### src/dit_pkg.sv
// constants, types and register map of the dual interval timer
// assumes a classic wishbone slave with 8-bit data in the low byte
// What this block does
// each timer has its own 6-bit prescaler dividing the cycle clock
// timer a period is (period register + 1) times 4, 16 or 64 cycles
// timer b period is (period register + 1) times 4, 16 or 64 cycles
// timer a select codes 01,10,11 pick 4,16,64; 00 holds it in reset
// timer b select codes 01,10,11 pick 4,16,64; 00 holds it in reset
// timer a count after matching period wraps to 0 and sets overflow
// timer b count after matching period wraps to 0 and sets overflow
// timer a counter stays at zero while its select is 00
// timer b counter stays at zero while its select is 00
// period a write while running clears prescaler and counter
// period b write while running clears prescaler and counter
// timer a toggle output has half-period equal to timer a period
// timer b toggle output has half-period equal to timer b period
// one shared interrupt when any overflow flag and its enable are set
// timer b overflow flag at bit 3 stays set until software clears it
// control bits 7:6 select timer b clock, bits 5:4 timer a clock
// timer a overflow flag at bit 1 stays set until software clears it
// enables at bits 0 (a) and 2 (b) gate flags onto the request
// output-enable bit 7 ORs timer b toggle onto latch in output mode
// output-enable bit 6 ORs timer a toggle onto latch in output mode
// toggle flips on each overflow and holds while timer is stopped
package dit_pkg;
  localparam logic [15:0] DIT_ADR_PFC = 16'hFE42;
  localparam logic [15:0] DIT_ADR_CTL = 16'hFE78;
  localparam logic [15:0] DIT_ADR_PA = 16'hFE7A;
  localparam logic [15:0] DIT_ADR_PB = 16'hFE7B;
  localparam logic [7:0] DIT_RST_VAL = 8'h00;
  localparam int DIT_B_CSEL_HI = 7;
  localparam int DIT_A_CSEL_HI = 5;
  localparam int DIT_B_OV = 3;
  localparam int DIT_B_IE = 2;
  localparam int DIT_A_OV = 1;
  localparam int DIT_A_IE = 0;
  localparam int DIT_B_OE = 7;
  localparam int DIT_A_OE = 6;
  localparam logic [1:0] DIT_CSEL_OFF = 2'h0;
  localparam logic [1:0] DIT_CSEL_4 = 2'h1;
  localparam logic [1:0] DIT_CSEL_16 = 2'h2;
  localparam logic [5:0] DIT_DIV4_MAX = 6'h03;
  localparam logic [5:0] DIT_DIV16_MAX = 6'h0F;
  localparam logic [5:0] DIT_DIV64_MAX = 6'h3F;

  typedef struct packed {
    logic cyc;
    logic stb;
    logic we;
    logic [15:0] adr;
    logic [7:0] dat;
  } dit_wb_req_t;

  typedef struct packed {
    logic ack;
    logic [7:0] dat;
  } dit_wb_rsp_t;

  typedef struct packed {
    logic latch;
    logic out_mode;
  } dit_port_t;
endpackage

### src/dit_timer.sv
// dual 8-bit interval timer with prescalers, flags and toggle outputs
// assumes one 40 MHz clock, synchronous reset, wishbone master in same domain
`timescale 1ns/1ps
module dit_timer (
  input wire logic mclk,
  input wire logic sys_rst,
  input wire dit_pkg::dit_wb_req_t wb_req,
  output dit_pkg::dit_wb_rsp_t wb_rsp,
  input wire dit_pkg::dit_port_t port_a,
  input wire dit_pkg::dit_port_t port_b,
  output logic timer_a_toggle_pin,
  output logic timer_b_toggle_pin,
  output logic irq
);
  import dit_pkg::*;

  function automatic logic [5:0] div_max(input logic [1:0] sel);
    if (sel == DIT_CSEL_4) begin
      div_max = DIT_DIV4_MAX;
    end else if (sel == DIT_CSEL_16) begin
      div_max = DIT_DIV16_MAX;
    end else begin
      div_max = DIT_DIV64_MAX;
    end
  endfunction

  logic [7:0] timer_pair_control;
  logic [7:0] port_function_control;
  logic [7:0] timer_a_period;
  logic [7:0] timer_b_period;
  logic [5:0] timer_a_prescaler;
  logic [5:0] timer_b_prescaler;
  logic [7:0] timer_a_counter;
  logic [7:0] timer_b_counter;
  logic timer_a_toggle;
  logic timer_b_toggle;
  logic ack;
  logic [7:0] rdat;

  wire bus_req = wb_req.cyc & wb_req.stb & ~ack;
  wire bus_wr = bus_req & wb_req.we;
  wire hit_ctl = wb_req.adr == DIT_ADR_CTL;
  wire hit_pfc = wb_req.adr == DIT_ADR_PFC;
  wire hit_pa = wb_req.adr == DIT_ADR_PA;
  wire hit_pb = wb_req.adr == DIT_ADR_PB;
  wire wr_ctl = bus_wr & hit_ctl;
  wire wr_pa = bus_wr & hit_pa;
  wire wr_pb = bus_wr & hit_pb;

  wire [1:0] timer_a_clksel = timer_pair_control[DIT_A_CSEL_HI -: 2];
  wire [1:0] timer_b_clksel = timer_pair_control[DIT_B_CSEL_HI -: 2];
  wire timer_a_run = timer_a_clksel != DIT_CSEL_OFF;
  wire timer_b_run = timer_b_clksel != DIT_CSEL_OFF;
  wire timer_a_tick = timer_a_run &&
    timer_a_prescaler == div_max(timer_a_clksel);
  wire timer_b_tick = timer_b_run &&
    timer_b_prescaler == div_max(timer_b_clksel);
  wire timer_a_ovf = timer_a_tick && timer_a_counter == timer_a_period;
  wire timer_b_ovf = timer_b_tick && timer_b_counter == timer_b_period;
  wire timer_a_clr = ~timer_a_run | wr_pa;
  wire timer_b_clr = ~timer_b_run | wr_pb;

  // software writes a flag, hardware set wins
  wire next_a_ov = timer_a_ovf |
    (wr_ctl ? wb_req.dat[DIT_A_OV] : timer_pair_control[DIT_A_OV]);
  wire next_b_ov = timer_b_ovf |
    (wr_ctl ? wb_req.dat[DIT_B_OV] : timer_pair_control[DIT_B_OV]);
  wire [7:0] ctl_base = wr_ctl ? wb_req.dat : timer_pair_control;
  wire [7:0] next_ctl = {ctl_base[7:4], next_b_ov, ctl_base[DIT_B_IE],
    next_a_ov, ctl_base[DIT_A_IE]};

  wire [7:0] next_rdat = hit_ctl ? timer_pair_control :
    hit_pfc ? port_function_control :
    hit_pa ? timer_a_period :
    hit_pb ? timer_b_period : 8'h00;

  always_ff @(posedge mclk) begin
    if (sys_rst) begin
      timer_pair_control <= DIT_RST_VAL;
      port_function_control <= DIT_RST_VAL;
      timer_a_period <= DIT_RST_VAL;
      timer_b_period <= DIT_RST_VAL;
    end else begin
      timer_pair_control <= next_ctl;
      if (bus_wr && hit_pfc) begin
        port_function_control <= wb_req.dat;
      end
      if (wr_pa) begin
        timer_a_period <= wb_req.dat;
      end
      if (wr_pb) begin
        timer_b_period <= wb_req.dat;
      end
    end
  end

  // one wait-free answer cycle, unmapped reads return zero
  always_ff @(posedge mclk) begin
    if (sys_rst) begin
      ack <= 1'b0;
      rdat <= 8'h00;
    end else begin
      ack <= bus_req;
      if (bus_req) begin
        rdat <= next_rdat;
      end
    end
  end

  always_ff @(posedge mclk) begin
    if (sys_rst || timer_a_clr) begin
      timer_a_prescaler <= 6'h00;
      timer_a_counter <= 8'h00;
    end else begin
      timer_a_prescaler <= timer_a_tick ? 6'h00 : timer_a_prescaler + 6'h01;
      if (timer_a_tick) begin
        timer_a_counter <= timer_a_ovf ? 8'h00 : timer_a_counter + 8'h01;
      end
    end
  end

  always_ff @(posedge mclk) begin
    if (sys_rst || timer_b_clr) begin
      timer_b_prescaler <= 6'h00;
      timer_b_counter <= 8'h00;
    end else begin
      timer_b_prescaler <= timer_b_tick ? 6'h00 : timer_b_prescaler + 6'h01;
      if (timer_b_tick) begin
        timer_b_counter <= timer_b_ovf ? 8'h00 : timer_b_counter + 8'h01;
      end
    end
  end

  always_ff @(posedge mclk) begin
    if (sys_rst) begin
      timer_a_toggle <= 1'b0;
      timer_b_toggle <= 1'b0;
    end else begin
      if (timer_a_ovf) begin
        timer_a_toggle <= ~timer_a_toggle;
      end
      if (timer_b_ovf) begin
        timer_b_toggle <= ~timer_b_toggle;
      end
    end
  end

  wire a_oe = port_function_control[DIT_A_OE] & port_a.out_mode;
  wire b_oe = port_function_control[DIT_B_OE] & port_b.out_mode;
  assign timer_a_toggle_pin = port_a.latch | (a_oe & timer_a_toggle);
  assign timer_b_toggle_pin = port_b.latch | (b_oe & timer_b_toggle);
  assign irq = (timer_pair_control[DIT_A_OV] & timer_pair_control[DIT_A_IE])
    | (timer_pair_control[DIT_B_OV] & timer_pair_control[DIT_B_IE]);
  assign wb_rsp.ack = ack;
  assign wb_rsp.dat = rdat;
endmodule

### config.mk
export PLATFORM = sky130hd
export DESIGN_NAME = dit_timer
export DESIGN_NICKNAME = d
export VERILOG_FILES = /design/src/dit_pkg.sv /design/src/dit_timer.sv
export SDC_FILE = /design/constraint.sdc
export NUM_CORES = 1
export LEC_CHECK = 0
export ABC_AREA = 0
export BUFFER_PORTS_ARGS = -buffer_cell sky130_fd_sc_hd__clkbuf_2
export CAP_MARGIN = 20
export CORE_UTILIZATION = 57
export CTS_CLUSTER_SIZE = 40
export DETAILED_ROUTE_END_ITERATION = 10
export GPL_TIMING_DRIVEN = 0
export PLACE_DENSITY = 0.75
export SLEW_MARGIN = 10
export SYNTH_ARGS = -nofsm -noshare
export SYNTH_HDL_FRONTEND = slang
export SYNTH_SLANG_ARGS = --single-unit
export TNS_END_PERCENT = 1
### constraint.sdc
create_clock -name mclk -period 2.5 [get_ports mclk]
set_input_delay 0.5 -clock mclk [delete_from_list [all_inputs] [get_ports mclk]]
set_output_delay 0.5 -clock mclk [all_outputs]
set_load 0.05 [all_outputs]
**Yosys cells after proc, flatten, opt, wreduce, memory -nomap -nowiden**

Cells that the tools add are included.

- Add/sub/neg operators: 4
- Multiplexer cells: 12
- Bitwise gates (word level): 24
- Reduce and logical (&&, ||, !) cells: 11
- Equal/unequal tests: 12

Operators with widths:

| cell | number |
|---|---|
| 16-bit equality test, second input constant | 4 |
| 8-bit two-way mux | 6 |
| 6-bit two-way mux | 4 |
| 8-bit by 1-bit adder with 8-bit output, second input constant | 2 |
| 8-bit equality test | 2 |
| 6-bit by 1-bit adder with 6-bit output, second input constant | 2 |
| 1-bit AND | 12 |
| 6-bit equality test | 2 |
| 1-bit bitwise OR | 7 |
| 1-bit logical AND | 5 |
| 1-bit NOT | 5 |
| 2-bit by 1-bit equality test with 1-bit output, second input constant | 2 |
| 2-bit equality test, second input constant | 2 |
| 2-bit nonzero test | 2 |
| 2-bit OR reduction | 2 |
| 1-bit logical OR | 2 |
| 1-bit two-way mux | 2 |

- Logic and storage cells: 76
- Input port bits: 33
- Output and inout bits: 12
- Register bits after elaboration: 71

**Depth between registers and ports, before layout**

Gate-level depths: netlist (run 1).

- Depth after elaboration: 7
- Gate-level depth with buffers: 8
- Depth with buffers taken out: 7

**Worst setup path after synthesis (run 1)**

Ideal clock, no wire load.

- Path type: register -> register
- Start point: register timer_pair_control[4]
- End point: register timer_a_counter[3]
- Required time: 2,430 ps
- Clock period less this slack: 2,111 ps
- Setup slack: 389 ps
- Stages on the path, launching flop included: 8
- Arrival time: 2,041 ps
- Library setup time: 70 ps
- Path buffers: 0
- Path through: dfxtp_1 inv_1 ha_1 and3b_1 a21oi_1 or4b_4 or4_1 a21oi_1

- Longest elaborated chain between the ends: 7
- Elaborated cells on any way between the ends: 12
- Classes of those cells: 3 x eq/ne; 3 x mux; 2 x bitwise; 4 x reduce/logical

RTL lines:

| what | RTL line | source |
|---|---|---|
| start: declaration | dit_timer.sv:27 | `logic [7:0] timer_pair_control;` |
| start signal: assignment | dit_timer.sv:84 | `timer_pair_control <= next_ctl;` |
| 2-bit equality test | dit_timer.sv:20 | `end else if (sel == DIT_CSEL_16) begin` |
| 6-bit two-way mux | dit_timer.sv:20 |  |
| 6-bit two-way mux | dit_timer.sv:18 | `if (sel == DIT_CSEL_4) begin` |
| 6-bit equality test | dit_timer.sv:55 | `timer_a_prescaler == div_max(timer_a_clksel);` |
| 1-bit logical AND | dit_timer.sv:54 | `wire timer_a_tick = timer_a_run &&` |
| 1-bit logical AND | dit_timer.sv:58 | `wire timer_a_ovf = timer_a_tick && timer_a_counter == timer_a_period;` |
| 8-bit two-way mux | dit_timer.sv:117 | `timer_a_counter <= timer_a_ovf ? 8'h00 : timer_a_counter + 8'h01;` |
| end signal: assignment | dit_timer.sv:117 |  |
| end: declaration | dit_timer.sv:33 | `logic [7:0] timer_a_counter;` |

Parallel ways exist; a longest one is shown, timed or not.
A chain may end at the register's enable or synchronous reset.

**Worst setup path in the final report (run 1)**

- Start point: register timer_pair_control[6]
- End point: register timer_b_counter[6]

- Longest elaborated chain between the ends: 7
- Elaborated cells on any way between the ends: 12
- Classes of those cells: 3 x eq/ne; 3 x mux; 2 x bitwise; 4 x reduce/logical

RTL lines:

| what | RTL line | source |
|---|---|---|
| 2-bit equality test | dit_timer.sv:20 |  |
| 6-bit two-way mux | dit_timer.sv:20 |  |
| 6-bit two-way mux | dit_timer.sv:18 |  |
| 6-bit equality test | dit_timer.sv:57 | `timer_b_prescaler == div_max(timer_b_clksel);` |
| 1-bit logical AND | dit_timer.sv:56 | `wire timer_b_tick = timer_b_run &&` |
| 1-bit logical AND | dit_timer.sv:59 | `wire timer_b_ovf = timer_b_tick && timer_b_counter == timer_b_period;` |
| 8-bit two-way mux | dit_timer.sv:129 | `timer_b_counter <= timer_b_ovf ? 8'h00 : timer_b_counter + 8'h01;` |
| end signal: assignment | dit_timer.sv:129 |  |
| end: declaration | dit_timer.sv:34 | `logic [7:0] timer_b_counter;` |

Parallel ways exist; a longest one is shown, timed or not.

==> results of run 1 <==
-- registers in the layout (all words and copies together) (netlist names) --
name and flops:
rdat 8, timer_pair_control 8, ack 1, timer_a_period 8
timer_a_toggle 1, port_function_control 8, timer_b_prescaler 6, timer_a_counter 8
timer_a_prescaler 6, timer_b_toggle 1, timer_b_counter 8, timer_b_period 8
-- per-layer routing --
layer	GRT usage [%]	part of all wire [%]	up-vias
li1	-	-	1539
met5	0	0	-
met2	44.3	47	64
met3	4.66	3.3	12
met4	11.3	1.8	0
met1	33.9	48	1402
-- worst paths after layout --
check                                           start                    to  slack [ns]  cells after the start
worst min register to register   timer_b_prescaler[0]  timer_b_prescaler[0]        0.45                      1
worst max-delay path            timer_pair_control[6]    timer_b_counter[6]        0.14                      7
worst min-delay path             timer_b_prescaler[0]  timer_b_prescaler[0]        0.45                      1
worst max register to register  timer_pair_control[6]    timer_b_counter[6]        0.14                      7
-- where the power goes --
part	internal (mW)	total [mW]	switching (mW)	leakage [nW]
registers	1.13	1.13	0.000599	0.572
clock network	0.368	0.759	0.392	0.0809
logic	0.0314	0.0877	0.0563	0.865
-- layout make-up --
cell class,count,area share [%]
clock buffer,11,3.58
clock inverter,2,0.253
inverter,6,0.570
multi-input combinational,310,49.9
timing repair buffer,44,5.58
buffer,15,1.77
sequential,71,36.0
tap,75,2.38
-- kinds of logic (layout without fill, tap and decap cells) --
family / after synthesis / in the layout / synth area share (%)
and+or+nand+nor: 163 / 163 / 24.9
xor gates and xnor gates: 24 / 24 / 6.05
buffers and inverters: 21 / 78 / 2.66
muxes: 30 / 30 / 8.64
AOI/OAI and AO/OA: 85 / 85 / 14.0
DFF: 71 / 71 / 40.9
adders and majority gates: 8 / 8 / 2.88
-- metrics by stage --
stage,util [%],cells
after global routing,67.1,534
after floorplan,-,402
after global placement,64.4,521
after detailed placement,64.4,521
final,67.1,534
after CTS,67.0,534
-- critical path: stages, from the launching register on --
cell and delay (ns):
dfxtp_1 0.43, inv_1 0.07, ha_1 0.31, and3b_1 0.21, a21oi_1 0.06, or4b_4 0.54, or4_1 0.52, a21oi_1 0.15
-- cell usage in the layout, fill, tap and decap left out, types with 2 or more instances in the layout --
cell type  instances
and3b_1            4
xor2_1            20
mux2i_1           30
a32oi_1            2
buf_2              2
a211oi_1           8
buf_4              3
a21oi_1           36
clkbuf_8          10
a2bb2oi_1          2
dfxtp_1           71
or4_1              7
nor3_1             4
a21boi_0           2
clkbuf_2          44
nor4_2             5
ha_1               8
o21ai_1            5
clkbuf_1          10
nand2_1           37
and3_1             2
clkinv_2           2
nand4b_1           9
or3_1              4
and2_1             4
a211o_1            2
o21ai_0           23
or4b_4             2
nand2b_1           4
a31oi_1            2
nor2_1            61
nand3_1           14
inv_1              6
xnor2_1            4
a31o_2             2
==> qor.yml, run 1 <==
status: "finished, final reports clean"
initial_core_util_pct: 59.1
yosysMostFrequentCell: "dfxtp_1"
die-width_um: 80.1
max-cap-violations: 0
timing.final.crit_share_pct: 94.4
cts_max_path_buffers: 2
clk_pin_slew_worst_paths_ns: 0.07
ys.flop_type: "dfxtp_1"
multi_input_area_um2: 1970
synth-async-reset-ratio_pct: 0
coreArea_um2: 5890
worstSetupPathType: "reg -> reg"
slew_viol_final: 0
drive_gt1_share_pct: 15.9
syn-num-nets: 443
setup_viol: 0
end_kind: "register"
hold_violations: 0
fill_cells: 523
final_nets: 498
drt_iter0_drc: 177
fin_worst_skew_ns: 0.00715
total_leakage_power_nw: 1.52
ys_types: 39
seqCellArea_um2: 1420
timing.setup.tns_ns: 0
dieArea_um2: 6420
timing.final.ws_setup_ns: 0.141
drtAntennaViolNets: 0
synth_top_area_share_pct: 40.9
ys_seq_elements: 71
finalInstanceArea_um2: 3950
cp.arrival_ns: 2.63
postCtsSetupRepairBufs: 0
num_vias: 3017
max_freq_mhz: 424
synth_edf_count: 0
seq_area_frac_synth_pct: 40.9
grt_start_max_net_pins: 11
rows: 28
grt_use_total_pct: 26.7
portBuffers: 44
p_total_mw: 1.98
grt_pass1_vias: 2753
n_antenna_cell: 0
antenna_found_initial: 0
ir_drop_mv: 0.323
die_y_um: 80.1
period_needed_ns: 2.36
synth_area_um2: 3480
clk_latency_ns: 0.34
slew_headroom_pct: 34.7
place_area_um2: 3790
holdBufCountCts: 0
ioPinCount: 45
htreeDepth: 3
cts_resized: 0
rsz0062_at_grt: "no"
tritoncts: "done"
via_per_inst: 5.65
drt_first_pass_iters: 5
clock_sinks: 71
area_delta_synth_final_pct: 13.6
syn_inst: 402
start_kind: "register"
syn-mean-instance-area_um2: 8.65
holdWs_ns: 0.446
min_path_type: "reg -> reg"
cts_root_buf: "clkbuf_8"
overflow: 0
worst_slew_pin_slew_ns: 0.973
cp_max_fo: 6
ys_warn_count: 0
required_ns: 2.77
yosys-top-cells-count: "71 x dfxtp_1, 61 x nor2_1, 37 x nand2_1"
dp_hpwl_um: 5850
drc: 0
power_density_nw_per_um2: 501
place.gp.congestion: 0.864
synth_area_leaders: "dfxtp_1 41%, mux2i_1 8.6%, nor2_1 6.6%, a21oi_1 5.2%, xor2_1 5.0%"
yosys.area.top_type: "dfxtp_1"
avgRoutedWirePerCell_um: 14.8
cts_made_buffers: 9
grt_pass1_wl_um: 13000
place_ws_ns: -0.116
finalWirelength_um: 7890
(Power assumes the default switching activity.)
==> inputs of run 2 (changes only) <==
--- a/config.mk
+++ b/config.mk
@@ -8,11 +8,12 @@
 export ABC_AREA = 0
 export BUFFER_PORTS_ARGS = -buffer_cell sky130_fd_sc_hd__clkbuf_2
 export CAP_MARGIN = 20
-export CORE_UTILIZATION = 57
+export CORE_UTILIZATION = 56
 export CTS_CLUSTER_SIZE = 40
 export DETAILED_ROUTE_END_ITERATION = 10
 export GPL_TIMING_DRIVEN = 0
-export PLACE_DENSITY = 0.75
+export PLACE_DENSITY = 0.74
+export RECOVER_POWER = 50
 export SLEW_MARGIN = 10
 export SYNTH_ARGS = -nofsm -noshare
 export SYNTH_HDL_FRONTEND = slang
==> run 2 against run 1 <==
Against the previous run: via count rose by 2.2%; register-to-register slack improved by 0.04 ns; worst setup slack improved by 0.037 ns; sequential power barely moved; sequential share of layout area barely moved; combinational power fell by 1%; non-clock buffer count did not move; clock skew rose by 0.0059 ns; fmax rose by 1.6%; critical path type unchanged.
==> qor.yml, run 2 (synthesized netlist as in run 1, its figures left out) <==
status: "finished, final reports clean"
final_nets: 498  # unchanged
avgRoutedWirePerCell_um: 15.0  # +1.8%
rows: 28  # unchanged
antenna_found_initial: 0  # unchanged
place_area_um2: 3790  # unchanged
place.gp.congestion: 0.842  # -2.6%
drtAntennaViolNets: 0  # unchanged
finalWirelength_um: 8030  # +1.8%
finalInstanceArea_um2: 3950  # about the same
grt_pass1_vias: 2757  # +0.15%
final_cells: 534  # unchanged
layout_commonest_cell: "dfxtp_1"
area_delta_synth_final_pct: 13.5  # about the same
holdBufCountCts: 0  # unchanged
fill_cells: 547  # +4.6%
overflow: 0  # unchanged
hold_violations: 0  # unchanged
worst_slew_pin_slew_ns: 1.30  # +0.325 ns
period_needed_ns: 2.32  # -0.0368 ns
die-width_um: 80.8  # +0.86%
grt_start_max_net_pins: 11  # unchanged
cp_max_fo: 6  # unchanged
setup_viol: 0  # unchanged
drt_iter0_drc: 177  # unchanged
drive_gt1_share_pct: 12.4  # -3.5 points
final_cell_mix: "71 x dfxtp_1, 61 x nor2_1, 37 x nand2_1"
cpMaxStageDelayCell: "or4b_4"
cts_resized: 0  # unchanged
clk_pin_slew_worst_paths_ns: 0.07  # about the same
die_y_um: 80.8  # +0.86%
cp.arrival_ns: 2.59  # -0.04 ns
grt_pass1_wl_um: 13100  # +1.0%
critPathBufInv: 1  # unchanged
cts_max_path_buffers: 2  # unchanged
postCtsSetupRepairBufs: 0  # unchanged
htreeDepth: 3  # unchanged
num_vias: 3083  # +2.2%
n_antenna_cell: 0  # unchanged
drc: 0  # unchanged
dp_hpwl_um: 5970  # +2.1%
place_inst: 521  # unchanged
critical_path.max_stage_delay_ns: 0.53  # about the same
power_density_nw_per_um2: 534  # +6.5%
slew_headroom_pct: 12.8  # -22 points
timing.final.crit_share_pct: 92.9  # -1.5 points
max_freq_mhz: 431  # +1.6%
seqCellArea_um2: 1420  # unchanged
holdWs_ns: 0.446  # -0.000189 ns
drt_first_pass_iters: 4  # -1
total_leakage_power_nw: 1.47  # -2.9%
slew_viol_final: 0  # unchanged
via_per_inst: 5.77  # +2.2%
multi_input_area_um2: 1950  # -0.76%
hold_depth: 1  # unchanged
timing.setup.tns_ns: 0  # unchanged
fin_worst_skew_ns: 0.0130  # +0.00586 ns
ir_drop_mv: 0.338  # +4.6%
cp_top_family: "simple AND/OR/NAND/NOR gates"
rsz0062_at_grt: "no"
crit_chain: "inv_1 -> ha_1 -> and3b_1 -> a21oi_1 -> or4b_4 -> or4_1 -> a21oi_1"
cp_common_cell: "a21oi_1"
required_ns: 2.77  # about the same
tritoncts: "done"
place_ws_ns: -0.165  # -0.0496 ns
portBuffers: 44  # unchanged
clk_latency_ns: 0.34  # about the same
grt_use_total_pct: 26.5  # -0.14 points
start_kind: "register"
coreArea_um2: 5960  # +1.2%
ioPinCount: 45  # unchanged
cts_made_buffers: 9  # unchanged
end_kind: "register"
initial_core_util_pct: 58.4  # -0.70 points
critical_path_depth: 7  # unchanged
clock_sinks: 71  # unchanged
max-cap-violations: 0  # unchanged
min_path_type: "reg -> reg"
cts_root_buf: "clkbuf_8"
worstSetupPathType: "reg -> reg"
dieArea_um2: 6530  # +1.7%
r2r_cells: 7  # unchanged
timing.final.ws_setup_ns: 0.178  # +0.0368 ns
## run 2: cell count changes in the layout (fill, tap and decap cells not counted), moves of 2 or more
cell,change
buf_4,-2
clkbuf_1,+14
o21ai_1,-5
and2_1,-2
clkinv_2,-2
and2_0,+2
clkbuf_2,-12
o21ai_0,+5
## run 2: cell type report
class / instances / area share [%]
Buffer: 15 / 1.65
Clock buffer: 12 / 3.93
Clock inverter: 1 / 0.761
Inverter: 6 / 0.571
Multi-Input combinational cell: 310 / 49.5
Sequential cell: 71 / 36.0
Tap cell: 75 / 2.38
Timing Repair Buffer: 44 / 5.14
## run 2: metal layers
layer | vias up | share of wire (%) | track usage [%]
li1 | 1541 | - | -
met1 | 1459 | 46 | 34.5
met2 | 73 | 48 | 43.2
met3 | 10 | 4.4 | 5.28
met4 | 0 | 1.5 | 10.4
met5 | - | 0 | 0
## run 2: through the flow
step	util, %	total power, mW
6_report	66.2	2.11
5_1_grt	66.2	2.17
4_1_cts	66.8	2.12
3_5_place_dp	63.7	1.25
3_3_place_gp	63.7	1.24
2_1_floorplan	-	1.20
## run 2: final timing paths
path,startpoint,end,slack [ns]
hold / removal,timer_b_prescaler[0],timer_b_prescaler[0],0.45
hold reg to reg,timer_b_prescaler[0],timer_b_prescaler[0],0.45
setup reg to reg,timer_pair_control[7],timer_b_counter[3],0.18
setup / recovery,timer_pair_control[7],timer_b_counter[3],0.18
## run 2: where the power goes
part | internal (mW) | leakage, nW | switching, mW
Combinational | 0.0302 | 0.807 | 0.0562
Clock | 0.500 | 0.0944 | 0.388
Sequential | 1.13 | 0.572 | 0.000614
Total | 1.66 | 1.47 | 0.445
==> inputs of run 3 (changes only) <==
--- a/config.mk
+++ b/config.mk
@@ -5,17 +5,17 @@
 export SDC_FILE = /design/constraint.sdc
 export NUM_CORES = 1
 export LEC_CHECK = 0
-export ABC_AREA = 0
+export ABC_AREA = 1
 export BUFFER_PORTS_ARGS = -buffer_cell sky130_fd_sc_hd__clkbuf_2
 export CAP_MARGIN = 20
 export CORE_UTILIZATION = 56
 export CTS_CLUSTER_SIZE = 40
 export DETAILED_ROUTE_END_ITERATION = 10
 export GPL_TIMING_DRIVEN = 0
-export PLACE_DENSITY = 0.74
+export PLACE_DENSITY = 0.73
 export RECOVER_POWER = 50
 export SLEW_MARGIN = 10
 export SYNTH_ARGS = -nofsm -noshare
 export SYNTH_HDL_FRONTEND = slang
 export SYNTH_SLANG_ARGS = --single-unit
-export TNS_END_PERCENT = 1
+export TNS_END_PERCENT = 50
==> run 3 against run 2 <==
Against the previous run: clock power grew 23%; fmax increased by 7.2%; area after synthesis rose by 13%; largest cell class unchanged; highest routed layer unchanged; sequential power hardly changed.
==> qor.yml, run 3 <==
status: "finished, final reports clean"
min_path_type: "in -> reg"
postCtsSetupRepairBufs: 0  # unchanged
syn-num-nets: 586  # +32%
die_y_um: 85.7  # +6.1%
drtAntennaViolNets: 0  # unchanged
drt_first_pass_iters: 4  # unchanged
r2r-start: "timer_pair_control[4]"
syn_inst: 545  # +36%
r2r_cells: 8  # +1
cts_max_path_buffers: 2  # unchanged
reg2reg_setup_slack_ns: 0.43  # +0.25 ns
ioPinCount: 45  # unchanged
avgRoutedWirePerCell_um: 12.9  # -14%
grt-busiest-layer: "met2"
yosys-top-cells-count: "104 x nand2_1, 77 x inv_1, 71 x dfxtp_1"
worst_slew_pin_slew_ns: 1.30  # +0.00770 ns
ys_types: 42  # +7.7%
cts_made_buffers: 9  # unchanged
grt_use_met3_pct: 4.14  # -1.1 points
coreArea_um2: 6790  # +14%
final_nets: 641  # +29%
n_antenna_cell: 0  # unchanged
synth_area_um2: 3930  # +13%
grt_pass1_wl_um: 15000  # +15%
power_density_nw_per_um2: 530  # -0.74%
dieArea_um2: 7350  # +13%
clk_pin_slew_worst_paths_ns: 0.08  # about the same
ys_warn_count: 0  # unchanged
max_freq_mhz: 462  # +7.2%
grt_use_total_pct: 26.2  # -0.33 points
holdBufCountCts: 0  # unchanged
max-cap-violations: 0  # unchanged
synth_area_leaders: "dfxtp_1 36%, nand2_1 9.9%, inv_1 7.4%, nor2_1 6.1%, nand3_1 5.4%"
initial_core_util_pct: 57.8  # -0.57 points
cts_root_buf: "clkbuf_8"
htreeDepth: 3  # unchanged
area_delta_synth_final_pct: 11.9
timing.final.crit_share_pct: 86.7  # -6.2 points
tritoncts: "done"
min_to: "timer_a_period[0]"
yosys.area.top_type: "dfxtp_1"
drc: 0  # unchanged
rsz0062_at_grt: "no"
required_ns: 2.78  # about the same
slew_headroom_pct: 12.3  # -0.46 points
period_needed_ns: 2.17  # -0.156 ns
min_from: "wb_req[0]"
layout_commonest_cell: "nand2_1"
die-width_um: 85.7  # +6.1%
antenna_found_initial: 0  # unchanged
final_cell_mix: "105 x nand2_1, 77 x inv_1, 71 x dfxtp_1"
seq_area_frac_synth_pct: 36.2  # -4.7 points
grt_pass1_vias: 3251  # +18%
start_kind: "input pin"
dp_hpwl_um: 6880  # +15%
cp.arrival_ns: 2.45  # -0.14 ns
synth-async-reset-ratio_pct: 0  # unchanged
slew_viol_final: 0  # unchanged
drive_gt1_share_pct: 14.5  # +2.1 points
yosysMostFrequentCell: "nand2_1"
ys.flop_type: "dfxtp_1"
fin_worst_skew_ns: 0.0107  # -0.00231 ns
ir_drop_mv: 0.339  # +0.50%
clock_sinks: 71  # unchanged
via_per_inst: 5.09  # -12%
place_ws_ns: 0.493  # +0.659 ns
syn-mean-instance-area_um2: 7.21  # -17%
setup_viol: 0  # unchanged
synth_top_area_share_pct: 36.2  # -4.7 points
num_vias: 3571  # +16%
grtUsageMet1_pct: 35.1  # +0.55 points
synth_edf_count: 0  # unchanged
timing.final.ws_setup_ns: 0.333  # +0.156 ns
grt_start_max_net_pins: 13  # +2
ys_seq_elements: 71  # unchanged
portBuffers: 44  # unchanged
end_kind: "register"
finalWirelength_um: 9020  # +12%
timing.rr.end: "timer_a_counter[3]"
use_met2_pct: 41.5  # -1.7 points
drt_iter0_drc: 204  # +15%
overflow: 0  # unchanged
worstSetupPathType: "in -> reg"
hold_violations: 0  # unchanged
cp_max_fo: 10  # +4
hold_depth: 3  # +2
place.gp.congestion: 0.870  # +3.4%
timing.setup.tns_ns: 0  # unchanged
cts_resized: 0  # unchanged
total_leakage_power_nw: 1.93  # +31%
rows: 30  # +7.1%
clk_latency_ns: 0.35  # about the same
==> run 3: cell type report <==
type | instances | area (µm²)
buffer | 12 | 78.8
clock buffer | 12 | 165
clock inverter | 4 | 76.3
fill | 648 | 2400
inverter | 83 | 318
multi-input combinational | 379 | 2010
sequential | 71 | 1420
tap | 96 | 120
timing repair buffer | 44 | 206
==> run 3: how the worst max path moves through the flow <==
stage / startpoint / end / slack (ns)
after floorplan: timer_pair_control[2] / irq / 0.87
after global placement: timer_pair_control[4] / timer_a_counter[2] / 0.53
after detailed placement: timer_pair_control[4] / timer_a_counter[2] / 0.49
after CTS: timer_pair_control[4] / timer_a_counter[3] / 0.47
after global routing: wb_req[15] / timer_pair_control[5] / 0.17
final: wb_req[15] / timer_pair_control[4] / 0.33
==> run 3: per-stage QoR <==
step	util, %	cell area [µm²]	std cells	hold slack [ns]	power [mW]
finish	64.7	4390	701	0.429	2.33
global route	64.7	4390	701	0.436	2.42
CTS	66.4	4510	701	0.442	2.35
detailed placement	62.8	4270	685	0.443	1.27
global placement	62.8	4270	685	0.431	1.27
floorplan	-	3930	545	0.418	1.22
==> run 3: metal layers <==
| layer | routed length, µm | up-vias | share of wire [%] |
|---|---|---|---|
| met5 | 0 | - | 0 |
| met4 | 240 | 0 | 2.7 |
| met3 | 290 | 18 | 3.2 |
| met2 | 4140 | 66 | 46 |
| li1 | - | 1858 | - |
| met1 | 4350 | 1629 | 48 |
==> run 3: report_power, final <==
| group | switching [mW] | total [mW] | leakage, nW | internal [mW] |
|---|---|---|---|---|
| Combinational | 0.0725 | 0.108 | 1.24 | 0.0358 |
| Clock | 0.443 | 1.09 | 0.119 | 0.646 |
| Sequential | 0.000626 | 1.13 | 0.572 | 1.13 |
| Total | 0.517 | 2.33 | 1.93 | 1.81 |
==> run 3: kinds of logic (layout without fill, tap and decap cells) <==
group                    after synthesis  count (layout)  share of synthesized area (%)
AO/OA/AOI/OAI                         91              91                           14.2
adder cells (fa/ha/maj)                8               8                           2.55
AND/OR/NAND/NOR                      260             260                           31.8
buffers and inverters                 95             155                           10.8
flip-flops                            71              71                           36.2
XOR/XNOR                              20              20                           4.46
==> run 3: critical path, cell delays in order <==
cell and delay [ns]:
clkbuf_2 0.08, inv_1 0.06, nand2_1 0.12, nor3_1 1.01
nand2_8 0.15, nor2_8 0.17, buf_12 0.14, o21ai_0 0.10
a21oi_2 0.12
